## src/verilog/rcr_pkg.sv

```systemverilog
// Register map, field positions, reset values and widths of the reset cause block.
// Assumes a 32-bit APB with word-aligned registers inside a 4 KB window.
package rcr_pkg;

  // ---------------------------------------------------------------
  // Register byte offsets
  // ---------------------------------------------------------------
  localparam logic [11:0] OFF_CAUSE     = 12'h000;
  localparam logic [11:0] OFF_PERIPH    = 12'h004;
  localparam logic [11:0] OFF_IRQ_STAT  = 12'h008;
  localparam logic [11:0] OFF_IRQ_MASK  = 12'h00c;

  // ---------------------------------------------------------------
  // Reset cause register fields
  // ---------------------------------------------------------------
  localparam int NUM_FLAGS     = 6;
  localparam int FLAG_LSB      = 26;
  localparam int BIT_LOW_PWR   = 31;
  localparam int BIT_WWDG      = 30;
  localparam int BIT_IWDG      = 29;
  localparam int BIT_SOFT      = 28;
  localparam int BIT_POWER     = 27;
  localparam int BIT_PIN       = 26;
  localparam int BIT_OPAMP     = 25;
  localparam int BIT_CLEAR_ALL = 24;

  // Flag vector index order: pin, power, soft, iwdg, wwdg, low power
  localparam logic [5:0] FLAG_POR_VALUE = 6'h02;

  // ---------------------------------------------------------------
  // Peripheral reset register fields
  // ---------------------------------------------------------------
  localparam int BIT_PD_RST  = 17;
  localparam int BIT_PIO_RST = 13;
  localparam int BIT_USB_RST = 12;
  localparam logic [2:0] PERIPH_RST_VALUE = 3'h0;

endpackage

```

## src/verilog/rcr_flag_if.sv

```systemverilog
// Carrier between the top and the power-on-reset flag store.
// Assumes both ends run on pclk.
`timescale 1ns/1ps
interface rcr_flag_if;
  logic       clear_all;
  logic [5:0] set_pulse;
  logic [5:0] flags;

  modport store (input clear_all, output set_pulse, output flags);
  modport ctrl  (output clear_all, input set_pulse, input flags);
endinterface

```

## src/verilog/rcr_flag_store.sv

```systemverilog
// Sticky reset cause flags, kept across system resets, cleared by a clear-all write and reloaded by power-on reset.
// Assumes reset source indications may arrive from any domain; they are synchronised here.
`timescale 1ns/1ps
module rcr_flag_store (
  // Clock and power-on reset
  input  wire logic pclk,
  input  wire logic por_n,
  // Reset source indications
  input  wire logic low_power_reset_req,
  input  wire logic window_watchdog_reset_req,
  input  wire logic independent_watchdog_reset_req,
  input  wire logic software_reset_req,
  input  wire logic power_down_reset_req,
  input  wire logic external_reset_pin_n,
  // Link to the register side
  rcr_flag_if.store fl
);

  // ---------------------------------------------------------------
  // Synchronisers and assertion edge detect
  // ---------------------------------------------------------------
  logic [5:0] raw;
  logic [5:0] sync1_q;
  logic [5:0] sync2_q;
  logic [5:0] sync3_q;
  logic [5:0] flags_q;
  logic [5:0] flags_d;

  assign raw = {low_power_reset_req, window_watchdog_reset_req, independent_watchdog_reset_req,
                software_reset_req, power_down_reset_req, ~external_reset_pin_n};

  always_ff @(posedge pclk or negedge por_n) begin
    if (!por_n) begin
      sync1_q <= 6'h00;
      sync2_q <= 6'h00;
      sync3_q <= 6'h00;
    end else begin
      sync1_q <= raw;
      sync2_q <= sync1_q;
      sync3_q <= sync2_q;
    end
  end

  assign fl.set_pulse = sync2_q & ~sync3_q;

  // ---------------------------------------------------------------
  // Flags: a new event wins over a clear in the same cycle
  // ---------------------------------------------------------------
  assign flags_d = (flags_q & ~{6{fl.clear_all}}) | fl.set_pulse;

  always_ff @(posedge pclk or negedge por_n) begin
    if (!por_n) begin
      flags_q <= rcr_pkg::FLAG_POR_VALUE;
    end else begin
      flags_q <= flags_d;
    end
  end

  assign fl.flags = flags_q;

  // ---------------------------------------------------------------
  // Assertions
  // ---------------------------------------------------------------
  a_flag_set_sticks: assert property (@(posedge pclk) disable iff (!por_n)
    (fl.set_pulse != 6'h00) |=> ((flags_q & $past(fl.set_pulse)) == $past(fl.set_pulse)))
    else $error("reset cause flag not set by its event");

  a_flag_clear_all: assert property (@(posedge pclk) disable iff (!por_n)
    (fl.clear_all && fl.set_pulse == 6'h00) |=> (flags_q == 6'h00))
    else $error("flags not cleared by clear-all");

  a_flag_hold: assert property (@(posedge pclk) disable iff (!por_n)
    (!fl.clear_all && fl.set_pulse == 6'h00) |=> $stable(flags_q))
    else $error("flags changed without event or clear");

  c_clear_collides: cover property (@(posedge pclk) disable iff (!por_n)
    fl.clear_all && fl.set_pulse != 6'h00);

endmodule // rcr_flag_store

```

## src/verilog/rcr_top.sv

```systemverilog
// APB register block for reset cause flags, peripheral resets and an event interrupt.
// Assumes presetn is the system reset and por_n the power-on reset, both async active low.
//
// Our own choices: the placing of the registers and register access over APB.
`timescale 1ns/1ps

module rcr_top (
  // APB clock and resets
  input  wire logic        pclk,
  input  wire logic        presetn,
  input  wire logic        por_n,
  // APB slave
  input  wire logic        psel,
  input  wire logic        penable,
  input  wire logic        pwrite,
  input  wire logic [11:0] paddr,
  input  wire logic [31:0] pwdata,
  output logic      [31:0] prdata,
  output logic             pready,
  output logic             pslverr,
  // Reset source indications
  input  wire logic        low_power_reset_req,
  input  wire logic        window_watchdog_reset_req,
  input  wire logic        independent_watchdog_reset_req,
  input  wire logic        software_reset_req,
  input  wire logic        power_down_reset_req,
  input  wire logic        external_reset_pin_n,
  // Peripheral reset requests and op-amp flag pulse
  output logic             power_delivery_module_reset,
  output logic             protocol_io_module_reset,
  output logic             fullspeed_usb_module_reset,
  output logic             op_amp_reset_flag_control,
  // Interrupt
  output logic             irq
);

  // ---------------------------------------------------------------
  // Decode
  // ---------------------------------------------------------------
  typedef enum logic [4:0] {
    SEL_CAUSE  = 5'b00001,
    SEL_PERIPH = 5'b00010,
    SEL_STAT   = 5'b00100,
    SEL_MASK   = 5'b01000,
    SEL_NONE   = 5'b10000
  } rcr_sel_t;

  function automatic rcr_sel_t rcr_decode(input logic [11:0] addr);
    case (addr)
      rcr_pkg::OFF_CAUSE:    rcr_decode = SEL_CAUSE;
      rcr_pkg::OFF_PERIPH:   rcr_decode = SEL_PERIPH;
      rcr_pkg::OFF_IRQ_STAT: rcr_decode = SEL_STAT;
      rcr_pkg::OFF_IRQ_MASK: rcr_decode = SEL_MASK;
      default:               rcr_decode = SEL_NONE;
    endcase
  endfunction

  rcr_flag_if fl ();

  logic        pready_q;
  logic [31:0] prdata_q;
  logic        pslverr_q;
  logic        access;
  logic        wr_en;
  rcr_sel_t    sel;
  logic [2:0]  periph_q;
  logic        opamp_q;
  logic [5:0]  stat_q;
  logic [5:0]  stat_d;
  logic [5:0]  mask_q;
  logic        irq_q;
  logic [31:0] rd_word;

  // A held request is taken once: the answer cycle blocks a second take
  assign sel    = rcr_decode(paddr);
  assign access = psel && penable && !pready_q;
  assign wr_en  = psel && penable && pready_q && pwrite;

  // ---------------------------------------------------------------
  // Flag store, kept alive across system reset
  // ---------------------------------------------------------------
  assign fl.clear_all = wr_en && sel == SEL_CAUSE && pwdata[rcr_pkg::BIT_CLEAR_ALL];

  rcr_flag_store u_store (
    .pclk                           (pclk),
    .por_n                          (por_n),
    .low_power_reset_req            (low_power_reset_req),
    .window_watchdog_reset_req      (window_watchdog_reset_req),
    .independent_watchdog_reset_req (independent_watchdog_reset_req),
    .software_reset_req             (software_reset_req),
    .power_down_reset_req           (power_down_reset_req),
    .external_reset_pin_n           (external_reset_pin_n),
    .fl                             (fl)
  );

  // ---------------------------------------------------------------
  // Read mux
  // ---------------------------------------------------------------
  always_comb begin
    rd_word = 32'h0000_0000;
    case (sel)
      SEL_CAUSE: begin
        rd_word[31:rcr_pkg::FLAG_LSB] = fl.flags;
      end
      SEL_PERIPH: begin
        rd_word[rcr_pkg::BIT_PD_RST]  = periph_q[2];
        rd_word[rcr_pkg::BIT_PIO_RST] = periph_q[1];
        rd_word[rcr_pkg::BIT_USB_RST] = periph_q[0];
      end
      SEL_STAT: begin
        rd_word[5:0] = stat_q;
      end
      SEL_MASK: begin
        rd_word[5:0] = mask_q;
      end
      default: begin
        rd_word = 32'h0000_0000;
      end
    endcase
  end

  // ---------------------------------------------------------------
  // APB handshake: one wait state on every transfer
  // ---------------------------------------------------------------
  always_ff @(posedge pclk or negedge presetn) begin
    if (!presetn) begin
      pready_q  <= 1'b0;
      prdata_q  <= 32'h0000_0000;
      pslverr_q <= 1'b0;
    end else begin
      pready_q  <= access;
      pslverr_q <= access && sel == SEL_NONE;
      if (access && !pwrite) begin
        prdata_q <= rd_word;
      end
    end
  end

  // ---------------------------------------------------------------
  // Peripheral resets and op-amp flag pulse
  // ---------------------------------------------------------------
  always_ff @(posedge pclk or negedge presetn) begin
    if (!presetn) begin
      periph_q <= rcr_pkg::PERIPH_RST_VALUE;
    end else if (wr_en && sel == SEL_PERIPH) begin
      periph_q <= {pwdata[rcr_pkg::BIT_PD_RST], pwdata[rcr_pkg::BIT_PIO_RST],
                   pwdata[rcr_pkg::BIT_USB_RST]};
    end
  end

  always_ff @(posedge pclk or negedge presetn) begin
    if (!presetn) begin
      opamp_q <= 1'b0;
    end else begin
      opamp_q <= wr_en && sel == SEL_CAUSE && pwdata[rcr_pkg::BIT_OPAMP];
    end
  end

  // ---------------------------------------------------------------
  // Interrupt: sticky event bits, write one to clear, new event wins
  // ---------------------------------------------------------------
  // Status keeps events while masked, so a later unmask still raises irq
  assign stat_d = (wr_en && sel == SEL_STAT) ? (stat_q & ~pwdata[5:0]) | fl.set_pulse
                                              : stat_q | fl.set_pulse;

  always_ff @(posedge pclk or negedge presetn) begin
    if (!presetn) begin
      stat_q <= 6'h00;
    end else begin
      stat_q <= stat_d;
    end
  end

  always_ff @(posedge pclk or negedge presetn) begin
    if (!presetn) begin
      mask_q <= 6'h00;
    end else if (wr_en && sel == SEL_MASK) begin
      mask_q <= pwdata[5:0];
    end
  end

  // Registered level, one cycle behind the masked status
  always_ff @(posedge pclk or negedge presetn) begin
    if (!presetn) begin
      irq_q <= 1'b0;
    end else begin
      irq_q <= |(stat_q & mask_q);
    end
  end

  assign prdata                      = prdata_q;
  assign pready                      = pready_q;
  assign pslverr                     = pslverr_q;
  assign power_delivery_module_reset = periph_q[2];
  assign protocol_io_module_reset    = periph_q[1];
  assign fullspeed_usb_module_reset  = periph_q[0];
  assign op_amp_reset_flag_control   = opamp_q;
  assign irq                         = irq_q;

  // ---------------------------------------------------------------
  // Assertions
  // ---------------------------------------------------------------
  a_apb_one_wait: assert property (@(posedge pclk) disable iff (!presetn)
    access |=> pready_q ##1 !pready_q)
    else $error("APB answer not after exactly one wait state");

  a_periph_rst_write: assert property (@(posedge pclk) disable iff (!presetn)
    (wr_en && sel == SEL_PERIPH)
      |=> (power_delivery_module_reset == $past(pwdata[rcr_pkg::BIT_PD_RST])
      && protocol_io_module_reset == $past(pwdata[rcr_pkg::BIT_PIO_RST])
      && fullspeed_usb_module_reset == $past(pwdata[rcr_pkg::BIT_USB_RST])))
    else $error("peripheral reset outputs do not follow written bits");

  a_periph_rst_hold: assert property (@(posedge pclk) disable iff (!presetn)
    !(wr_en && sel == SEL_PERIPH) |=> $stable(periph_q))
    else $error("peripheral reset changed without a write");

  a_opamp_one_pulse: assert property (@(posedge pclk) disable iff (!presetn)
    (wr_en && sel == SEL_CAUSE && pwdata[rcr_pkg::BIT_OPAMP])
      |=> op_amp_reset_flag_control ##1 !op_amp_reset_flag_control)
    else $error("op-amp flag pulse not a single cycle after a write");

  a_cause_readback: assert property (@(posedge pclk) disable iff (!presetn)
    (access && !pwrite && sel == SEL_CAUSE) |=> (prdata_q[31:26] == $past(fl.flags)
      && prdata_q[25:0] == 26'h0))
    else $error("cause register read does not show the flags");

  a_flags_survive_sys: assert property (@(posedge pclk) disable iff (!por_n)
    (!presetn && fl.set_pulse == 6'h00) |=> fl.flags == $past(fl.flags))
    else $error("cause flags changed during system reset");

  a_irq_level: assert property (@(posedge pclk) disable iff (!presetn)
    (fl.set_pulse != 6'h00 && (fl.set_pulse & mask_q) != 6'h00 && !(wr_en && sel == SEL_MASK))
      |-> ##2 irq)
    else $error("unmasked event did not raise the interrupt");

  a_unmapped_err: assert property (@(posedge pclk) disable iff (!presetn)
    (access && sel == SEL_NONE) |=> pslverr && pready)
    else $error("unmapped access not answered with an error");

  a_unmapped_rd_zero: assert property (@(posedge pclk) disable iff (!presetn)
    (access && !pwrite && sel == SEL_NONE) |=> (prdata_q == 32'h0000_0000))
    else $error("unmapped read does not return zero");

  a_periph_rd_back: assert property (@(posedge pclk) disable iff (!presetn)
    (access && !pwrite && sel == SEL_PERIPH) |=> (prdata_q[rcr_pkg::BIT_PD_RST] == $past(periph_q[2])
      && prdata_q[rcr_pkg::BIT_PIO_RST] == $past(periph_q[1])
      && prdata_q[rcr_pkg::BIT_USB_RST] == $past(periph_q[0])))
    else $error("peripheral register read does not show the reset bits");

  a_ready_from_access: assert property (@(posedge pclk) disable iff (!presetn)
    pready_q |-> $past(access))
    else $error("APB answer without a taken request");

  a_err_only_unmapped: assert property (@(posedge pclk) disable iff (!presetn)
    pslverr_q |-> $past(access && sel == SEL_NONE))
    else $error("APB error on a mapped register");

  a_prdata_hold: assert property (@(posedge pclk) disable iff (!presetn)
    !(access && !pwrite) |=> $stable(prdata_q))
    else $error("read data changed without a read");

  a_opamp_only_write: assert property (@(posedge pclk) disable iff (!presetn)
    !(wr_en && sel == SEL_CAUSE && pwdata[rcr_pkg::BIT_OPAMP]) |=> !op_amp_reset_flag_control)
    else $error("op-amp flag pulse without a write of one");

  // ---------------------------------------------------------------
  // Assertions: interrupt status and mask; covers: clear-all, peripheral resets, irq, status collision
  // ---------------------------------------------------------------
  a_stat_event_wins: assert property (@(posedge pclk) disable iff (!presetn)
    (fl.set_pulse != 6'h00) |=> ((stat_q & $past(fl.set_pulse)) == $past(fl.set_pulse)))
    else $error("interrupt status bit not set by its event");

  a_stat_w1c: assert property (@(posedge pclk) disable iff (!presetn)
    (wr_en && sel == SEL_STAT && fl.set_pulse == 6'h00)
      |=> ((stat_q & $past(pwdata[5:0])) == 6'h00))
    else $error("interrupt status bit not cleared by writing one");

  a_stat_hold: assert property (@(posedge pclk) disable iff (!presetn)
    (!(wr_en && sel == SEL_STAT) && fl.set_pulse == 6'h00) |=> $stable(stat_q))
    else $error("interrupt status changed without event or clear");

  a_mask_write: assert property (@(posedge pclk) disable iff (!presetn)
    (wr_en && sel == SEL_MASK) |=> (mask_q == $past(pwdata[5:0])))
    else $error("interrupt mask does not take the written value");

  a_irq_follows: assert property (@(posedge pclk) disable iff (!presetn)
    1'b1 |=> (irq == $past(|(stat_q & mask_q))))
    else $error("interrupt level does not follow masked status");

  c_clear_all_write: cover property (@(posedge pclk) disable iff (!presetn) fl.clear_all);
  c_periph_held: cover property (@(posedge pclk) disable iff (!presetn)
    power_delivery_module_reset && protocol_io_module_reset && fullspeed_usb_module_reset);
  c_irq_raised: cover property (@(posedge pclk) disable iff (!presetn) $rose(irq));
  c_stat_collides: cover property (@(posedge pclk) disable iff (!presetn)
    wr_en && sel == SEL_STAT && fl.set_pulse != 6'h00);

endmodule // rcr_top

```

## config.mk

```make
export PLATFORM = sky130hd
export DESIGN_NAME = rcr_top
export DESIGN_NICKNAME = d
export VERILOG_FILES = /design/src/verilog/rcr_pkg.sv /design/src/verilog/rcr_flag_if.sv /design/src/verilog/rcr_flag_store.sv /design/src/verilog/rcr_top.sv
export SDC_FILE = /design/constraint.sdc
export NUM_CORES = 1
export LEC_CHECK = 0
export BUFFER_PORTS_ARGS = -buffer_cell sky130_fd_sc_hd__buf_2
export CORE_ASPECT_RATIO = 0.9
export CORE_MARGIN = 2
export CORE_UTILIZATION = 47
export DETAILED_ROUTE_END_ITERATION = 10
export PLACE_DENSITY = 0.78
export SYNTH_ARGS = -nofsm -noshare
export SYNTH_HDL_FRONTEND = slang
export SYNTH_SLANG_ARGS = --single-unit
```

## constraint.sdc

```tcl
create_clock -name pclk -period 1.8 [get_ports pclk]
set_input_delay 0.09 -clock pclk [delete_from_list [all_inputs] [get_ports pclk]]
set_output_delay 0.09 -clock pclk [all_outputs]
set_load 0.01 [all_outputs]
```

==> impl_metrics.csv <==
group,metric,value,unit
placed_design,gp_congestion,0.807,
global_routing,grt_remaining_overflow,0,
yosys,yosys_register_bits,58,
cts,cts_tree,"yes",
power,leakage,0.00152,uW
drt,dr_total_vias,1691,
finish,final_nets,325,
finish,final_area,0.00307,sq mm
drt,routed_wl,4.73,mm
global_routing,first_global_vias,1729,
sta,slew_viol_final,0,
placed_design,place_hpwl,3.36,mm
worst_setup_path,end_kind,"register",
worst_setup_path,max_stage_delay,0.51,ns
run,drv_cap,0,
worst_setup_path,worstPathCellList,"nand4_1 > nor4_4 > a31oi_1",
yosys,syn_avg_cell_area,13.0,sq um
sta,finalSetupViolations,0,
cts,h-tree-depth,3,
yosys,synthCells,181,
finish,antenna_cells,0,
worst_setup_path,worst_path_max_delay_cell,"nor4_4",
worst_setup_path,startpoint_type,"register",
yosys,ys_warn_count,0,
sta,fmax,651,MHz
sta,fin_skew,0.00354,ns
cts,clk_latency,0.33,ns
floorplan,io_pins,95,
cts,cts_buffer_depth,2,
drt,drc,0,
drt,drt-initial-drc-count,60,
finish,layout-drive-gt1-share,0.341,
cts,cts_buffers,9,
floorplan,die_area,0.00560,sq mm
finish,areaGrowthSynthToFinish,30.3,%
sta,relSlewSlack,0.500,
floorplan,core-area,0.00483,sq mm
cts,post_cts_resized,0,
sta,hold_viol,0,
worst_setup_path,crit_fanout,7,
sta,fin_setup_tns,0,ns
global_routing,antenna_found_initial,0,
sta,post-route-period-util,0.853,
sta,min_period,1.53,ns
drt,vias_per_cell,5.00,
finish,fillers,392,
outcome,status,"complete, no violations",
cts,root_buffer,"clkbuf_8",
yosys,syn_area,0.00236,sq mm
worst_setup_path,crit_arrival,1.72,ns
floorplan,start_util,0.488,
sta,worst_pin_slew,0.750,ns
worst_hold_path,hold_class,"primary input to register",
placed_design,placed_area,0.00268,sq mm
drt,drt.antenna.violating_nets,0,
sta,hold_slack,0.0481,ns
power,power_density,888,mW/mm^2
global_routing,grt_pass1_wl,7.91,mm
yosys,yosysUniqueCellTypes,30,
cts,path_clk_slew,0.06,ns
placed_design,port-buffer-count,56,
sta,rsz0062_at_grt,"false",
global_routing,grt_max_degree,35,
drt,wire_per_inst,14.0,um
cts,clkSinkCount,58,
floorplan,die_h,71.2,um
floorplan,dieWidth,78.7,um
power,vdd_drop_max,647,uV
global_routing,track_usage,0.190,
worst_setup_path,critPathKind,"register to register",
yosys,seq_area_frac_synth,0.616,
floorplan,rows,24,
worst_setup_path,worstPathRequired,1.99,ns
drt,drt_first_pass_iters,4,
## synthesized netlist by cell type
library cell | n | area [sq um]
nor2b_1 | 6 | 37.5
nand3_1 | 1 | 5.00
nand4bb_1 | 1 | 11.3
nor4_1 | 3 | 18.8
or4b_2 | 1 | 10.0
a31oi_1 | 12 | 75.1
conb_1 | 1 | 3.75
nand4_1 | 4 | 25.0
mux2i_1 | 6 | 60.1
nor4bb_1 | 2 | 20.0
nand2b_1 | 6 | 37.5
nor3b_1 | 1 | 7.51
nor3_1 | 1 | 5.00
dfrtp_1 | 57 | 1430
a22oi_1 | 3 | 22.5
dfstp_2 | 1 | 26.3
and2_1 | 1 | 6.26
nor4b_1 | 1 | 8.76
clkbuf_1 | 2 | 7.51
and4_1 | 2 | 17.5
o21ai_0 | 6 | 30.0
or4_4 | 3 | 33.8
mux2_2 | 9 | 101
buf_4 | 17 | 128
a22o_1 | 9 | 78.8
nor4_4 | 3 | 63.8
buf_6 | 1 | 11.3
inv_1 | 1 | 3.75
nand2_1 | 7 | 26.3
nor2_1 | 13 | 48.8
## metal layers
metal	wire length, um	track usage	up-vias
li1	-	-	807
met1	2000	0.229	810
met3	302	0.0702	12
met4	114	0.0858	0
met2	2310	0.305	62
met5	0	0	-
## kinds of logic (layout without fill, tap and decap cells)
family	count (synthesis)	in the layout	synth area share
DFF	58	58	0.616
and+or+nand+nor	56	56	0.162
AOI/OAI and AO/OA	30	30	0.0876
buffers and inverters	21	97	0.0637
muxes	15	15	0.0685
other	1	17	0.00159
## worst max-delay path: cells and delay by family (launching register included)
family / cells / cell delay, ns
compound gates: 1 / 0.17
flops: 1 / 0.44
simple gates: 2 / 0.79
## stage by stage
step / setup slack (ns) / power, uW / cells / util
floorplan: 0.420 / 1450 / 197 / -
global placement: 0.216 / 1510 / 304 / 0.554
detailed placement: 0.164 / 1510 / 304 / 0.554
CTS: 0.292 / 2760 / 338 / 0.635
global route: 0.204 / 2850 / 338 / 0.635
finish: 0.265 / 2730 / 338 / 0.635
## final timing paths
kind	startpoint	end	slack, ns	depth (start not counted)
min in group asynchronous	por_n	u_store.sync2_q[5]$_DFF_PN0_	0.27	2
max	pready$_DFF_PN0_	u_store.fl.flags[0]$_DFF_PN0_	0.27	3
max reg2reg	pready$_DFF_PN0_	u_store.fl.flags[0]$_DFF_PN0_	0.27	3
max in group asynchronous	presetn	prdata[3]$_DFFE_PN0P_	0.94	2
min	penable	pready$_DFF_PN0_	0.05	3
min reg2reg	u_store.sync1_q[5]$_DFF_PN0_	u_store.sync2_q[5]$_DFF_PN0_	0.34	0
## sequential cells by signal, indices dropped and copies added (netlist names)
signal and cells:
prdata 15, mask_q 6, stat_q 6, u_store.fl.flags 6
u_store.sync1_q 6, u_store.sync2_q 6, u_store.sync3_q 6, periph_q 3
irq 1, op_amp_reset_flag_control 1, pready 1, pslverr 1
## power breakdown
group          total (uW)  leakage [uW]  internal [uW]  switching [uW]
sequential           1340      0.000706           1330            12.6
combinational         182      0.000704           81.6             100
clock                1200      0.000106            743             462
total                2730       0.00152           2150             575
## layout by cell type, fill, tap and decap left out
cell,count
nand2_1,7
mux2i_1,6
nand4_1,4
inv_1,1
buf_2,56
bufinv_16,1
a22oi_1,3
nand3_1,1
o21ai_0,6
or4b_2,1
nor2b_1,6
dlygate4sd3_1,19
clkinv_2,1
nor4b_1,1
dfrtp_1,57
nand2b_1,6
and4_1,2
nor2_1,13
nor4_4,3
nor4bb_1,2
buf_4,6
nand4bb_1,1
a22o_1,9
dfstp_2,1
or4_4,3
nor4_1,3
nor3_1,1
mux2_2,9
clkbuf_8,12
and2_1,1
clkbuf_1,1
conb_1,17
nor3b_1,1
a31oi_1,12
## cell type report
| cell class | instances | area [sq um] | share of cell area |
|---|---|---|---|
| inverters | 1 | 3.75 | 0.00122 |
| clock buffers | 13 | 169 | 0.0550 |
| well taps | 65 | 81.3 | 0.0265 |
| flip-flops and latches | 58 | 1450 | 0.473 |
| clock inverters | 2 | 35.0 | 0.0114 |
| multi-input cells | 118 | 815 | 0.265 |
| repair buffers | 81 | 515 | 0.168 |
## timing repair
item | 4_1_cts | 5_1_grt
hold buffers | 19 | 0
buffers inserted | 0 | 0
hold endpoints to repair | 74 | 0
No activity file was read; power rests on OpenSTA's default activity.
